**config.mk**
```make
export PLATFORM = sky130hd
export DESIGN_NAME = radio_cfg_b_modem
export DESIGN_NICKNAME = d
export VERILOG_FILES = /design/src/verilog/radio_cfg_pkg.sv /design/src/verilog/radio_cfg_b_modem.sv
export VERILOG_INCLUDE_DIRS = /design/src /design/src/verilog
export SDC_FILE = /design/constraint.sdc
export NUM_CORES = 1
export LEC_CHECK = 0
export BUFFER_PORTS_ARGS = -buffer_cell sky130_fd_sc_hd__clkbuf_2
export CAP_MARGIN = 20
export CORE_MARGIN = 1.5
export CORE_UTILIZATION = 30
export CTS_CLUSTER_SIZE = 14
export DETAILED_ROUTE_END_ITERATION = 7
export PLACE_DENSITY = 0.55
export SYNTH_ARGS = -nofsm -noshare
export SYNTH_HDL_FRONTEND = slang
export SYNTH_SLANG_ARGS = --single-unit
```
**constraint.sdc**
```tcl
create_clock -name clk_i -period 4.3 [get_ports clk_i]
set_input_delay 0.43 -clock clk_i [delete_from_list [all_inputs] [get_ports clk_i]]
set_output_delay 0.43 -clock clk_i [all_outputs]
set_load 0.01 [all_outputs]
```
**src/verilog/radio_cfg_regs.svh**
```systemverilog
`ifndef RADIO_CFG_REGS_SVH
`define RADIO_CFG_REGS_SVH

////////////////////////////////////////////////////////////////////////
// register indices, byte address is four times the index
`define IDX_FREQ_HIGH 6'h08
`define IDX_FREQ_MID 6'h09
`define IDX_FREQ_LOW 6'h0A
`define IDX_CLOCK_B 6'h0B
`define IDX_OSC_CUR 6'h0C
`define IDX_MODEM 6'h0D
`define IDX_STATUS 6'h3F

////////////////////////////////////////////////////////////////////////
// reset values
`define RST_FREQ_HIGH 8'h83
`define RST_FREQ_MID 8'hBD
`define RST_FREQ_LOW 8'hF9
`define RST_CLOCK_B 8'h50
`define RST_OSC_CUR 8'h88
`define RST_MODEM 8'h30

////////////////////////////////////////////////////////////////////////
// field positions
`define FREQ_LOW_HI 7
`define FREQ_LOW_LO 1
`define DITHER_BIT 0
`define REF_DIV_HI 7
`define REF_DIV_LO 5
`define DIV1_HI 4
`define DIV1_LO 2
`define DIV2_HI 1
`define DIV2_LO 0
`define CUR_A_HI 7
`define CUR_A_LO 4
`define CUR_B_HI 3
`define CUR_B_LO 0
`define ADC_DIV_HI 6
`define ADC_DIV_LO 4
`define SCRAMBLE_BIT 2
`define FMT_HI 1
`define FMT_LO 0
`define MODEM_WR_MASK 8'h77

////////////////////////////////////////////////////////////////////////
// divider constants, first modem divider in half steps
`define DIV1_H0 8'h05
`define DIV1_H1 8'h06
`define DIV1_H2 8'h08
`define DIV1_H3 8'h0F
`define DIV1_H4 8'h19
`define DIV1_H5 8'h50
`define DIV1_H6 8'h60
`define DIV1_H7 8'h80
`define HALF_STEP 11'h002
`define SYMBOL_LAST 3'h7
`define PN_SEED 9'h1FF

`endif
```
**src/verilog/radio_cfg_pkg.sv**
```systemverilog
package radio_cfg_pkg;

  typedef enum logic [1:0] {
    fmt_nrz,
    fmt_manchester,
    fmt_uart_low,
    fmt_uart_high
  } data_format_t;

endpackage

```
**src/verilog/radio_cfg_b_modem.sv**
```systemverilog
`timescale 1ns/1ps
`include "radio_cfg_regs.svh"
module radio_cfg_b_modem
  import radio_cfg_pkg::*;
(
  input wire logic clk_i,
  input wire logic rst_i,
  input wire logic [7:0] adr_i,
  input wire logic [31:0] dat_i,
  input wire logic [3:0] sel_i,
  input wire logic we_i,
  input wire logic cyc_i,
  input wire logic stb_i,
  output logic [31:0] dat_o,
  output logic ack_o,
  input wire logic tx_data_i,
  input wire logic rx_data_i,
  output logic [22:0] second_frequency_word_o,
  output logic second_dither_enable_o,
  output logic [3:0] first_osc_core_current_o,
  output logic [3:0] second_osc_core_current_o,
  output logic reference_clk_en_o,
  output logic modem_clk_en_o,
  output logic symbol_tick_o,
  output logic adc_clk_en_o,
  output logic tx_line_o,
  output logic rx_bit_o,
  output logic data_clock_output_o
);

  ////////////////////////////////////////////////////////////////////////
  // helpers

  // code 0 is not supported, treated as code 1
  function automatic logic [2:0] fix_code(input logic [2:0] c);
    fix_code = (c == 3'h0) ? 3'h1 : c;
  endfunction

  function automatic logic [7:0] div1_halves(input logic [2:0] c);
    case (c)
      3'h0: div1_halves = `DIV1_H0;
      3'h1: div1_halves = `DIV1_H1;
      3'h2: div1_halves = `DIV1_H2;
      3'h3: div1_halves = `DIV1_H3;
      3'h4: div1_halves = `DIV1_H4;
      3'h5: div1_halves = `DIV1_H5;
      3'h6: div1_halves = `DIV1_H6;
      default: div1_halves = `DIV1_H7;
    endcase
  endfunction

  ////////////////////////////////////////////////////////////////////////
  // registers and state

  logic [7:0] freq_high_r;
  logic [7:0] freq_mid_r;
  logic [7:0] freq_low_r;
  logic [7:0] clock_b_r;
  logic [7:0] osc_cur_r;
  logic [7:0] modem_r;
  logic ack_r;
  logic [31:0] dat_r;
  logic [2:0] ref_cnt_r;
  logic ref_tick_r;
  logic [3:0] adc_cnt_r;
  logic adc_tick_r;
  logic [10:0] acc_r;
  logic modem_tick_r;
  logic [2:0] sym_cnt_r;
  logic sym_tick_r;
  logic [8:0] lfsr_r [2];
  logic bit_r [2];
  logic tx_line_r;
  logic data_clock_r;

  ////////////////////////////////////////////////////////////////////////
  // bus decode

  logic [5:0] idx;
  logic bus_req;
  logic rd_take;
  logic wr_en;
  logic hit_high;
  logic hit_mid;
  logic hit_low;
  logic hit_clock;
  logic hit_cur;
  logic hit_modem;
  logic [7:0] status_byte;
  logic [7:0] rd_byte;

  assign idx = adr_i[7:2];
  assign bus_req = cyc_i & stb_i;
  assign rd_take = bus_req & ~ack_r & ~we_i;
  // write lands on the edge where the master sees ack
  assign wr_en = bus_req & we_i & ack_r & sel_i[0];
  assign hit_high = (idx == `IDX_FREQ_HIGH);
  assign hit_mid = (idx == `IDX_FREQ_MID);
  assign hit_low = (idx == `IDX_FREQ_LOW);
  assign hit_clock = (idx == `IDX_CLOCK_B);
  assign hit_cur = (idx == `IDX_OSC_CUR);
  assign hit_modem = (idx == `IDX_MODEM);
  assign status_byte = {sym_cnt_r, data_clock_r, tx_line_r, bit_r[1],
                        bit_r[0], acc_r == 11'h000};

  always_comb
  begin
    if (hit_high)
      rd_byte = freq_high_r;
    else if (hit_mid)
      rd_byte = freq_mid_r;
    else if (hit_low)
      rd_byte = freq_low_r;
    else if (hit_clock)
      rd_byte = clock_b_r;
    else if (hit_cur)
      rd_byte = osc_cur_r;
    else if (hit_modem)
      rd_byte = modem_r;
    else if (idx == `IDX_STATUS)
      rd_byte = status_byte;
    else
      rd_byte = 8'h00;
  end

  always_ff @(posedge clk_i)
  begin
    if (rst_i)
      ack_r <= 1'b0;
    else
      ack_r <= bus_req & ~ack_r;
  end

  always_ff @(posedge clk_i)
  begin
    if (rst_i)
      dat_r <= 32'h0000_0000;
    else if (rd_take)
      dat_r <= {24'h00_0000, rd_byte};
  end

  ////////////////////////////////////////////////////////////////////////
  // configuration registers

  always_ff @(posedge clk_i)
  begin
    if (rst_i)
    begin
      freq_high_r <= `RST_FREQ_HIGH;
      freq_mid_r <= `RST_FREQ_MID;
      freq_low_r <= `RST_FREQ_LOW;
      clock_b_r <= `RST_CLOCK_B;
      osc_cur_r <= `RST_OSC_CUR;
      modem_r <= `RST_MODEM;
    end
    else if (wr_en)
    begin
      if (hit_high)
        freq_high_r <= dat_i[7:0];
      if (hit_mid)
        freq_mid_r <= dat_i[7:0];
      if (hit_low)
        freq_low_r <= dat_i[7:0];
      if (hit_clock)
        clock_b_r <= dat_i[7:0];
      if (hit_cur)
        osc_cur_r <= dat_i[7:0];
      // reserved modem bits are kept at zero
      if (hit_modem)
        modem_r <= dat_i[7:0] & `MODEM_WR_MASK;
    end
  end

  ////////////////////////////////////////////////////////////////////////
  // field views

  logic [2:0] ref_eff;
  logic [2:0] adc_eff;
  logic [2:0] div1_code;
  logic [1:0] div2_code;
  logic scr_en;
  data_format_t fmt;

  assign ref_eff = fix_code(clock_b_r[`REF_DIV_HI:`REF_DIV_LO]);
  assign adc_eff = fix_code(modem_r[`ADC_DIV_HI:`ADC_DIV_LO]);
  assign div1_code = clock_b_r[`DIV1_HI:`DIV1_LO];
  assign div2_code = clock_b_r[`DIV2_HI:`DIV2_LO];
  assign scr_en = modem_r[`SCRAMBLE_BIT];
  assign fmt = data_format_t'(modem_r[`FMT_HI:`FMT_LO]);

  ////////////////////////////////////////////////////////////////////////
  // reference clock enable, divide by code plus one

  logic ref_hit;

  assign ref_hit = (ref_cnt_r >= ref_eff);

  always_ff @(posedge clk_i)
  begin
    if (rst_i)
    begin
      ref_cnt_r <= 3'h0;
      ref_tick_r <= 1'b0;
    end
    else
    begin
      ref_cnt_r <= ref_hit ? 3'h0 : ref_cnt_r + 3'h1;
      ref_tick_r <= ref_hit;
    end
  end

  ////////////////////////////////////////////////////////////////////////
  // adc clock enable, divide by twice code plus two

  logic [3:0] adc_limit;
  logic adc_hit;

  assign adc_limit = {adc_eff, 1'b1};
  assign adc_hit = (adc_cnt_r >= adc_limit);

  always_ff @(posedge clk_i)
  begin
    if (rst_i)
    begin
      adc_cnt_r <= 4'h0;
      adc_tick_r <= 1'b0;
    end
    else
    begin
      adc_cnt_r <= adc_hit ? 4'h0 : adc_cnt_r + 4'h1;
      adc_tick_r <= adc_hit;
    end
  end

  ////////////////////////////////////////////////////////////////////////
  // modem clock enable, fractional in half reference periods

  logic [10:0] mod_target;
  logic [10:0] acc_sum;
  logic mod_hit;
  logic [10:0] acc_nxt;

  // product of divider one and divider two
  assign mod_target = {3'h0, div1_halves(div1_code)} << div2_code;
  assign acc_sum = acc_r + `HALF_STEP;
  assign mod_hit = ref_hit & (acc_sum >= mod_target);
  assign acc_nxt = mod_hit ? acc_sum - mod_target :
                   ref_hit ? acc_sum : acc_r;

  always_ff @(posedge clk_i)
  begin
    if (rst_i)
    begin
      acc_r <= 11'h000;
      modem_tick_r <= 1'b0;
    end
    else
    begin
      acc_r <= acc_nxt;
      modem_tick_r <= mod_hit;
    end
  end

  ////////////////////////////////////////////////////////////////////////
  // symbol timing, eight modem periods each

  logic sym_hit;

  assign sym_hit = mod_hit & (sym_cnt_r == `SYMBOL_LAST);

  always_ff @(posedge clk_i)
  begin
    if (rst_i)
    begin
      sym_cnt_r <= 3'h0;
      sym_tick_r <= 1'b0;
    end
    else
    begin
      if (mod_hit)
        sym_cnt_r <= sym_cnt_r + 3'h1;
      sym_tick_r <= sym_hit;
    end
  end

  ////////////////////////////////////////////////////////////////////////
  // scramblers, lane 0 transmit, lane 1 receive

  logic din [2];

  assign din[0] = tx_data_i;
  assign din[1] = rx_data_i;

  genvar g;
  generate
    for (g = 0; g < 2; g = g + 1)
    begin : g_lane
      logic fb;
      assign fb = lfsr_r[g][8] ^ lfsr_r[g][4];
      always_ff @(posedge clk_i)
      begin
        if (rst_i)
          lfsr_r[g] <= `PN_SEED;
        else if (!scr_en)
          lfsr_r[g] <= `PN_SEED;
        else if (sym_hit)
          lfsr_r[g] <= {lfsr_r[g][7:0], fb};
      end
      always_ff @(posedge clk_i)
      begin
        if (rst_i)
          bit_r[g] <= 1'b0;
        else if (sym_hit)
          bit_r[g] <= din[g] ^ (scr_en & lfsr_r[g][8]);
      end
    end
  endgenerate

  ////////////////////////////////////////////////////////////////////////
  // line coding and data clock

  logic line_nxt;
  logic data_clock_output_nxt;

  always_comb
  begin
    case (fmt)
      fmt_nrz:
      begin
        line_nxt = bit_r[0];
        data_clock_output_nxt = ~sym_cnt_r[2];
      end
      fmt_manchester:
      begin
        line_nxt = bit_r[0] ^ sym_cnt_r[2];
        data_clock_output_nxt = ~sym_cnt_r[2];
      end
      fmt_uart_low:
      begin
        line_nxt = tx_data_i;
        data_clock_output_nxt = 1'b0;
      end
      default:
      begin
        line_nxt = tx_data_i;
        data_clock_output_nxt = 1'b1;
      end
    endcase
  end

  always_ff @(posedge clk_i)
  begin
    if (rst_i)
    begin
      tx_line_r <= 1'b0;
      data_clock_r <= 1'b0;
    end
    else
    begin
      tx_line_r <= line_nxt;
      data_clock_r <= data_clock_output_nxt;
    end
  end

  ////////////////////////////////////////////////////////////////////////
  // outputs

  assign dat_o = dat_r;
  assign ack_o = ack_r;
  assign second_frequency_word_o = {freq_high_r, freq_mid_r,
                                    freq_low_r[`FREQ_LOW_HI:`FREQ_LOW_LO]};
  assign second_dither_enable_o = freq_low_r[`DITHER_BIT];
  assign first_osc_core_current_o = osc_cur_r[`CUR_A_HI:`CUR_A_LO];
  assign second_osc_core_current_o = osc_cur_r[`CUR_B_HI:`CUR_B_LO];
  assign reference_clk_en_o = ref_tick_r;
  assign modem_clk_en_o = modem_tick_r;
  assign symbol_tick_o = sym_tick_r;
  assign adc_clk_en_o = adc_tick_r;
  assign tx_line_o = tx_line_r;
  assign rx_bit_o = bit_r[1];
  assign data_clock_output_o = data_clock_r;
endmodule

```
# Word-level counts from Yosys, hierarchy flattened

Memories as Yosys holds them, arrays and structs flattened.
Index checks and enable logic that the tools add are counted.

Output and inout port bits: 72
Word-level logic and storage cells: 115
Memories: 2
Latch bits: 0
Memory bits (writable): 20
Register bits: 82
Input port bits: 51
Memory bits (read-only): 0

Memories:

| name   | depth | bits a word | rd ports | clocked after memory_dff | wr ports | line                    | text |
|---|---|---|---|---|---|---|---|
| lfsr_r | 2     | 9           | 2        | 0                        | 2        | radio_cfg_b_modem.sv:71 | `logic [8:0] lfsr_r [2];` |
| bit_r  | 2     | 1           | 2        | 0                        | 2        | radio_cfg_b_modem.sv:72 | `logic bit_r [2];` |

Multipliers: 0
Reductions and logical operators: 15
$lt $le $gt $ge: 3
Div/mod/pow operators: 0
Add/sub/neg operators: 5
Bitwise gates (word level): 24
Shift operators: 1
Mux-type cells: 31
Equal/unequal tests: 16

Operator list:

| operator              | count |
|---|---|
| $mux 8                | 7 |
| $pmux 8 s7            | 1 |
| $eq 6x4->1 const B    | 6 |
| $mux 9                | 4 |
| $mux 11               | 2 |
| $mux 1                | 13 |
| $eq 3x3->1 const B    | 4 |
| $reduce_and 2->1      | 6 |
| $add 11x2->11 const B | 1 |
| $ge 11x11->1          | 1 |
| $logic_not 11->1      | 1 |
| $shl 8x2->11          | 1 |
| $sub 11x11->11        | 1 |
| $and 1x1->1           | 10 |
| $logic_not 3->1       | 3 |
| $add 3x1->3 const B   | 2 |
| $eq 3x2->1 const B    | 2 |
| $eq 6x6->1 const B    | 1 |
| $mux 3                | 2 |
| $or 1x1->1            | 6 |
| $reduce_or 2->1       | 3 |
| $xor 1x1->1           | 5 |
| $add 4x1->4 const B   | 1 |
| $ge 4x4->1            | 1 |
| 8 further kinds       | 11 |

# Logic depth before layout (Yosys ltp)

Depth after elaboration: 11
Depth in mapped cells: 15
Depth with buffers taken out: 12

# Worst setup path after synthesis

OpenSTA, ideal clock, no wires.

Path kind: reg2reg
From: register clock_b_r[3]
To: memory lfsr_r[0][0], enable pin
Cell stages (with the launch flop): 13
Data required time: 3966 ps
Setup slack: 972 ps
Data arrival time: 2993 ps
Library setup time: 334 ps
Path buffers: 3
Period minus slack after synthesis: 3328 ps
Cell sequence: dfxtp_1 clkbuf_1 clkbuf_1 nand2_1 or3_1 ha_1 nand2_2 o41ai_4 a31oi_4 nand2_4 buf_6 nand3_1 nand2_1

RTL lines:

| what                   | line                     | text |
|---|---|---|
| start, declared        | radio_cfg_b_modem.sv:58  | `logic [7:0] clock_b_r;` |
| start signal, assigned | radio_cfg_b_modem.sv:152 | `` clock_b_r <= `RST_CLOCK_B; `` |
| start signal, assigned | radio_cfg_b_modem.sv:165 | `clock_b_r <= dat_i[7:0];` |
| end, declared          | radio_cfg_b_modem.sv:71  |  |

==> impl_metrics.py <==
metrics = {
    "placement": {
        "place_inst": 936,
        "dp_hpwl_um": 11000,
        "place_congestion": 0.837,
        "port_buffers": 69,
        "post-place-ws_ns": 0.677,
    },
    "layout": {
        "layout-drive-gt1-share_pct": 17.1,
        "fin_nets": 787,
        "final-seq-area_um2": 2240,
        "n_fill_cell": 1949,
        "area_growth_syn_to_layout_pct": 13.4,
        "instances_no_fill": 952,
        "most-common-layout-cells": "sky130_fd_sc_hd__nand2_1 (93), sky130_fd_sc_hd__dfxtp_1 (82), sky130_fd_sc_hd__clkbuf_2 (69)",
        "final_util_pct": 34.8,
        "mostFrequentLayoutCell": "sky130_fd_sc_hd__nand2_1",
        "diodes": 0,
        "multi_input_area_um2": 3220,
    },
    "logic_synthesis": {
        "synth_cell_types": 71,
        "number_of_register_bits_inferred_by_synthesis": 102,
        "async_flop_share_pct": 0,
        "number_of_cells_produced_by_synthesis": 659,
        "part_of_the_yosys_area_used_for_sequential_elements_pct": 39.0,
        "synth_edf_count": 20,
        "synth_ff_type": "sky130_fd_sc_hd__dfxtp_1",
        "postSynthAreaPerCell_um2": 8.73,
        "ys_warn_count": 0,
        "synth.cell_area_um2": 5750,
    },
    "timing": {
        "timing.final.crit_period_ns": 3.61,
        "grt_setup_unrepaired": "no",
        "fin_worst_skew_ns": 0.0143,
        "max_freq_ghz": 0.277,
        "tns_ns": 0,
        "finalHoldWorstSlack_ns": 0.384,
        "timing.final.ws_setup_ns": 0.688,
        "timing.slew.headroom_pct": 54.6,
        "post-route-period-util_pct": 84.0,
        "setup_viol_count_final": 0,
        "worst_slew_pin_slew_ns": 0.680,
        "final-hold-violation-count": 0,
        "timing_max_transition_violations_final": 0,
    },
    "drt": {
        "routed_wire_length_per_instance_um": 15.8,
        "vias_per_cell": 5.09,
        "route.vias.total": 4846,
        "drt_iter0_drc": 294,
        "detail_route.drc_violations": 0,
        "drt.antenna.violating_nets": 0,
        "drt_pre_antenna_iters": 5,
        "drt_wl_total_um": 15100,
    },
    "clocking": {
        "tritoncts": "yes",
        "total_clock_buffers_created_by_cts": 9,
        "cts_max_level": 3,
        "worst_setup_hold_path_clk_slew_ns": 0.08,
        "holdBufCountCts": 0,
        "cts_resized": 0,
        "clk_tree_root_cell": "sky130_fd_sc_hd__clkbuf_16",
        "clk_latency_ns": 0.35,
        "cts_buffer_depth": 2,
        "cts_num_sinks": 102,
        "cts_setup_buffers": 0,
    },
    "global_routing": {
        "antenna_found_initial": 0,
        "global_route.usage.total_pct": 15.5,
        "grt-ovfl-total": 0,
        "grt_pass1_vias": 4577,
        "grt_first_pass_wirelength_um": 24600,
        "grt_max_degree": 48,
    },
    "die": {
        "chipHeight_um": 141,
        "placement_rows": 50,
        "dieArea_um2": 20000,
        "initial_core_utilization_pct": 30.7,
        "io-pin-count": 123,
        "chipWidth_um": 141,
        "core-area_um2": 18800,
    },
    "critical_path": {
        "path_max_fanout": 18,
        "arrival_time_at_the_worst_endpoint_ns": 3.62,
        "required_time_at_the_endpoint_of_the_critical_path_ns": 4.31,
        "critical_path_startpoint_category": "flip-flop",
        "worst-r2r-cell-count": 12,
        "timing_worst_setup_path_type": "flip-flop to flip-flop",
        "type_of_element_capturing_the_critical_path": "flip-flop",
    },
    "power": {
        "pwrdens_nw_per_um2": 447,
        "power.ir.vdd_worst_v": 0.000251,
        "leakagePower_nw": 2.62,
    },
    "min_path": {
        "worstHoldPathCells": 3,
        "holdCritPathClass": "input pin to flip-flop",
    },
    "run_status": {
        "outcome": "finished clean",
    },
    "run": {
        "max_cap_violations": 0,
    },
}
-- Yosys cell counts (7+ instances only) --
master                     count  share of area, %
sky130_fd_sc_hd__ha_1         22               4.8
sky130_fd_sc_hd__mux2i_1      34               5.9
sky130_fd_sc_hd__xor2_1       14               2.1
sky130_fd_sc_hd__nor2b_1       7              0.76
sky130_fd_sc_hd__a21o_1        7              0.91
sky130_fd_sc_hd__and3_1        7              0.76
sky130_fd_sc_hd__a21oi_1      45               3.9
sky130_fd_sc_hd__or2_1        14               1.5
sky130_fd_sc_hd__o21ai_0      19               1.7
sky130_fd_sc_hd__clkbuf_1     24               1.6
sky130_fd_sc_hd__dfxtp_1      82                29
sky130_fd_sc_hd__xnor2_1      12               1.8
sky130_fd_sc_hd__nor2_1       44               2.9
sky130_fd_sc_hd__inv_1        13              0.85
sky130_fd_sc_hd__buf_4        25               3.3
sky130_fd_sc_hd__edfxtp_1     20                10
sky130_fd_sc_hd__nor3_1       11              0.96
sky130_fd_sc_hd__nand3_1      46               4.0
sky130_fd_sc_hd__nand2b_1     11               1.2
sky130_fd_sc_hd__nand2_1      93               6.1
-- per-layer routing --
layer  vias up  GRT usage [%]  wire, um
met5         -              0         0
met4         0           5.32       363
met3        22           2.83       694
met2       120           23.9      6790
met1      2285           21.8      7220
li1       2419              -         -
-- worst paths after layout --
path,from,slack (ns),end
worst max-delay path,clock_b_r[2],0.69,lfsr_r[1][3]
worst min-delay path,tx_data_i,0.38,tx_line_o
worst max register to register,clock_b_r[2],0.69,lfsr_r[1][3]
worst min register to register,dat_o[1],0.46,dat_o[1]
-- worst max-delay path: stages, from the launching register on --
cell,delay [ns]
sky130_fd_sc_hd__dfxtp_1,0.73
sky130_fd_sc_hd__nand2b_1,0.19
sky130_fd_sc_hd__nor2_1,0.11
sky130_fd_sc_hd__o21ai_0,0.09
sky130_fd_sc_hd__o31ai_1,0.12
sky130_fd_sc_hd__nand2_1,0.09
sky130_fd_sc_hd__ha_1,0.39
sky130_fd_sc_hd__nand4_1,0.22
sky130_fd_sc_hd__o41ai_4,0.54
sky130_fd_sc_hd__a31oi_4,0.07
sky130_fd_sc_hd__nand2_4,0.20
sky130_fd_sc_hd__nand3_1,0.15
sky130_fd_sc_hd__nand2_1,0.35
-- sequential cells by signal, summed over array words and instances (netlist names), 2 cells and up --
signal,cells
bit_r,2
sym_cnt_r,3
dat_o,8
freq_low_r,8
acc_r,11
freq_mid_r,8
ref_cnt_r,3
freq_high_r,8
clock_b_r,8
lfsr_r,18
osc_cur_r,8
modem_r,6
adc_cnt_r,4
-- logic make-up after synthesis --
kind of cell	share of synthesized area [%]
xor+xnor	3.96
flops	39.0
buf+inv	6.83
other cells	0.0652
mux	6.70
simple gates	22.7
compound gates	15.6
fa+ha+maj	5.13
-- layout make-up --
class | count | share of cell area, %
clock buffers | 9 | 3.45
clock inverters | 7 | 0.902
inverters | 13 | 0.748
multi-input cells | 506 | 49.4
flip-flops and latches | 102 | 34.4
well taps | 234 | 4.49
repair buffers | 81 | 6.68
-- power by group --
group	internal, W	switching [W]
Combinational	0.000398	0.000614
Sequential	0.00103	0.0000709
Clock	0.000402	0.000395
-- metrics by stage --
stage                     total power (W)  area, um^2
final                             0.00291        6520
after global routing              0.00309        6520
after CTS                         0.00293        6520
after detailed placement          0.00213        6240
after global placement            0.00213        6240
after floorplan                   0.00193        5840
Note: power is estimated with default switching activity, not from simulation.
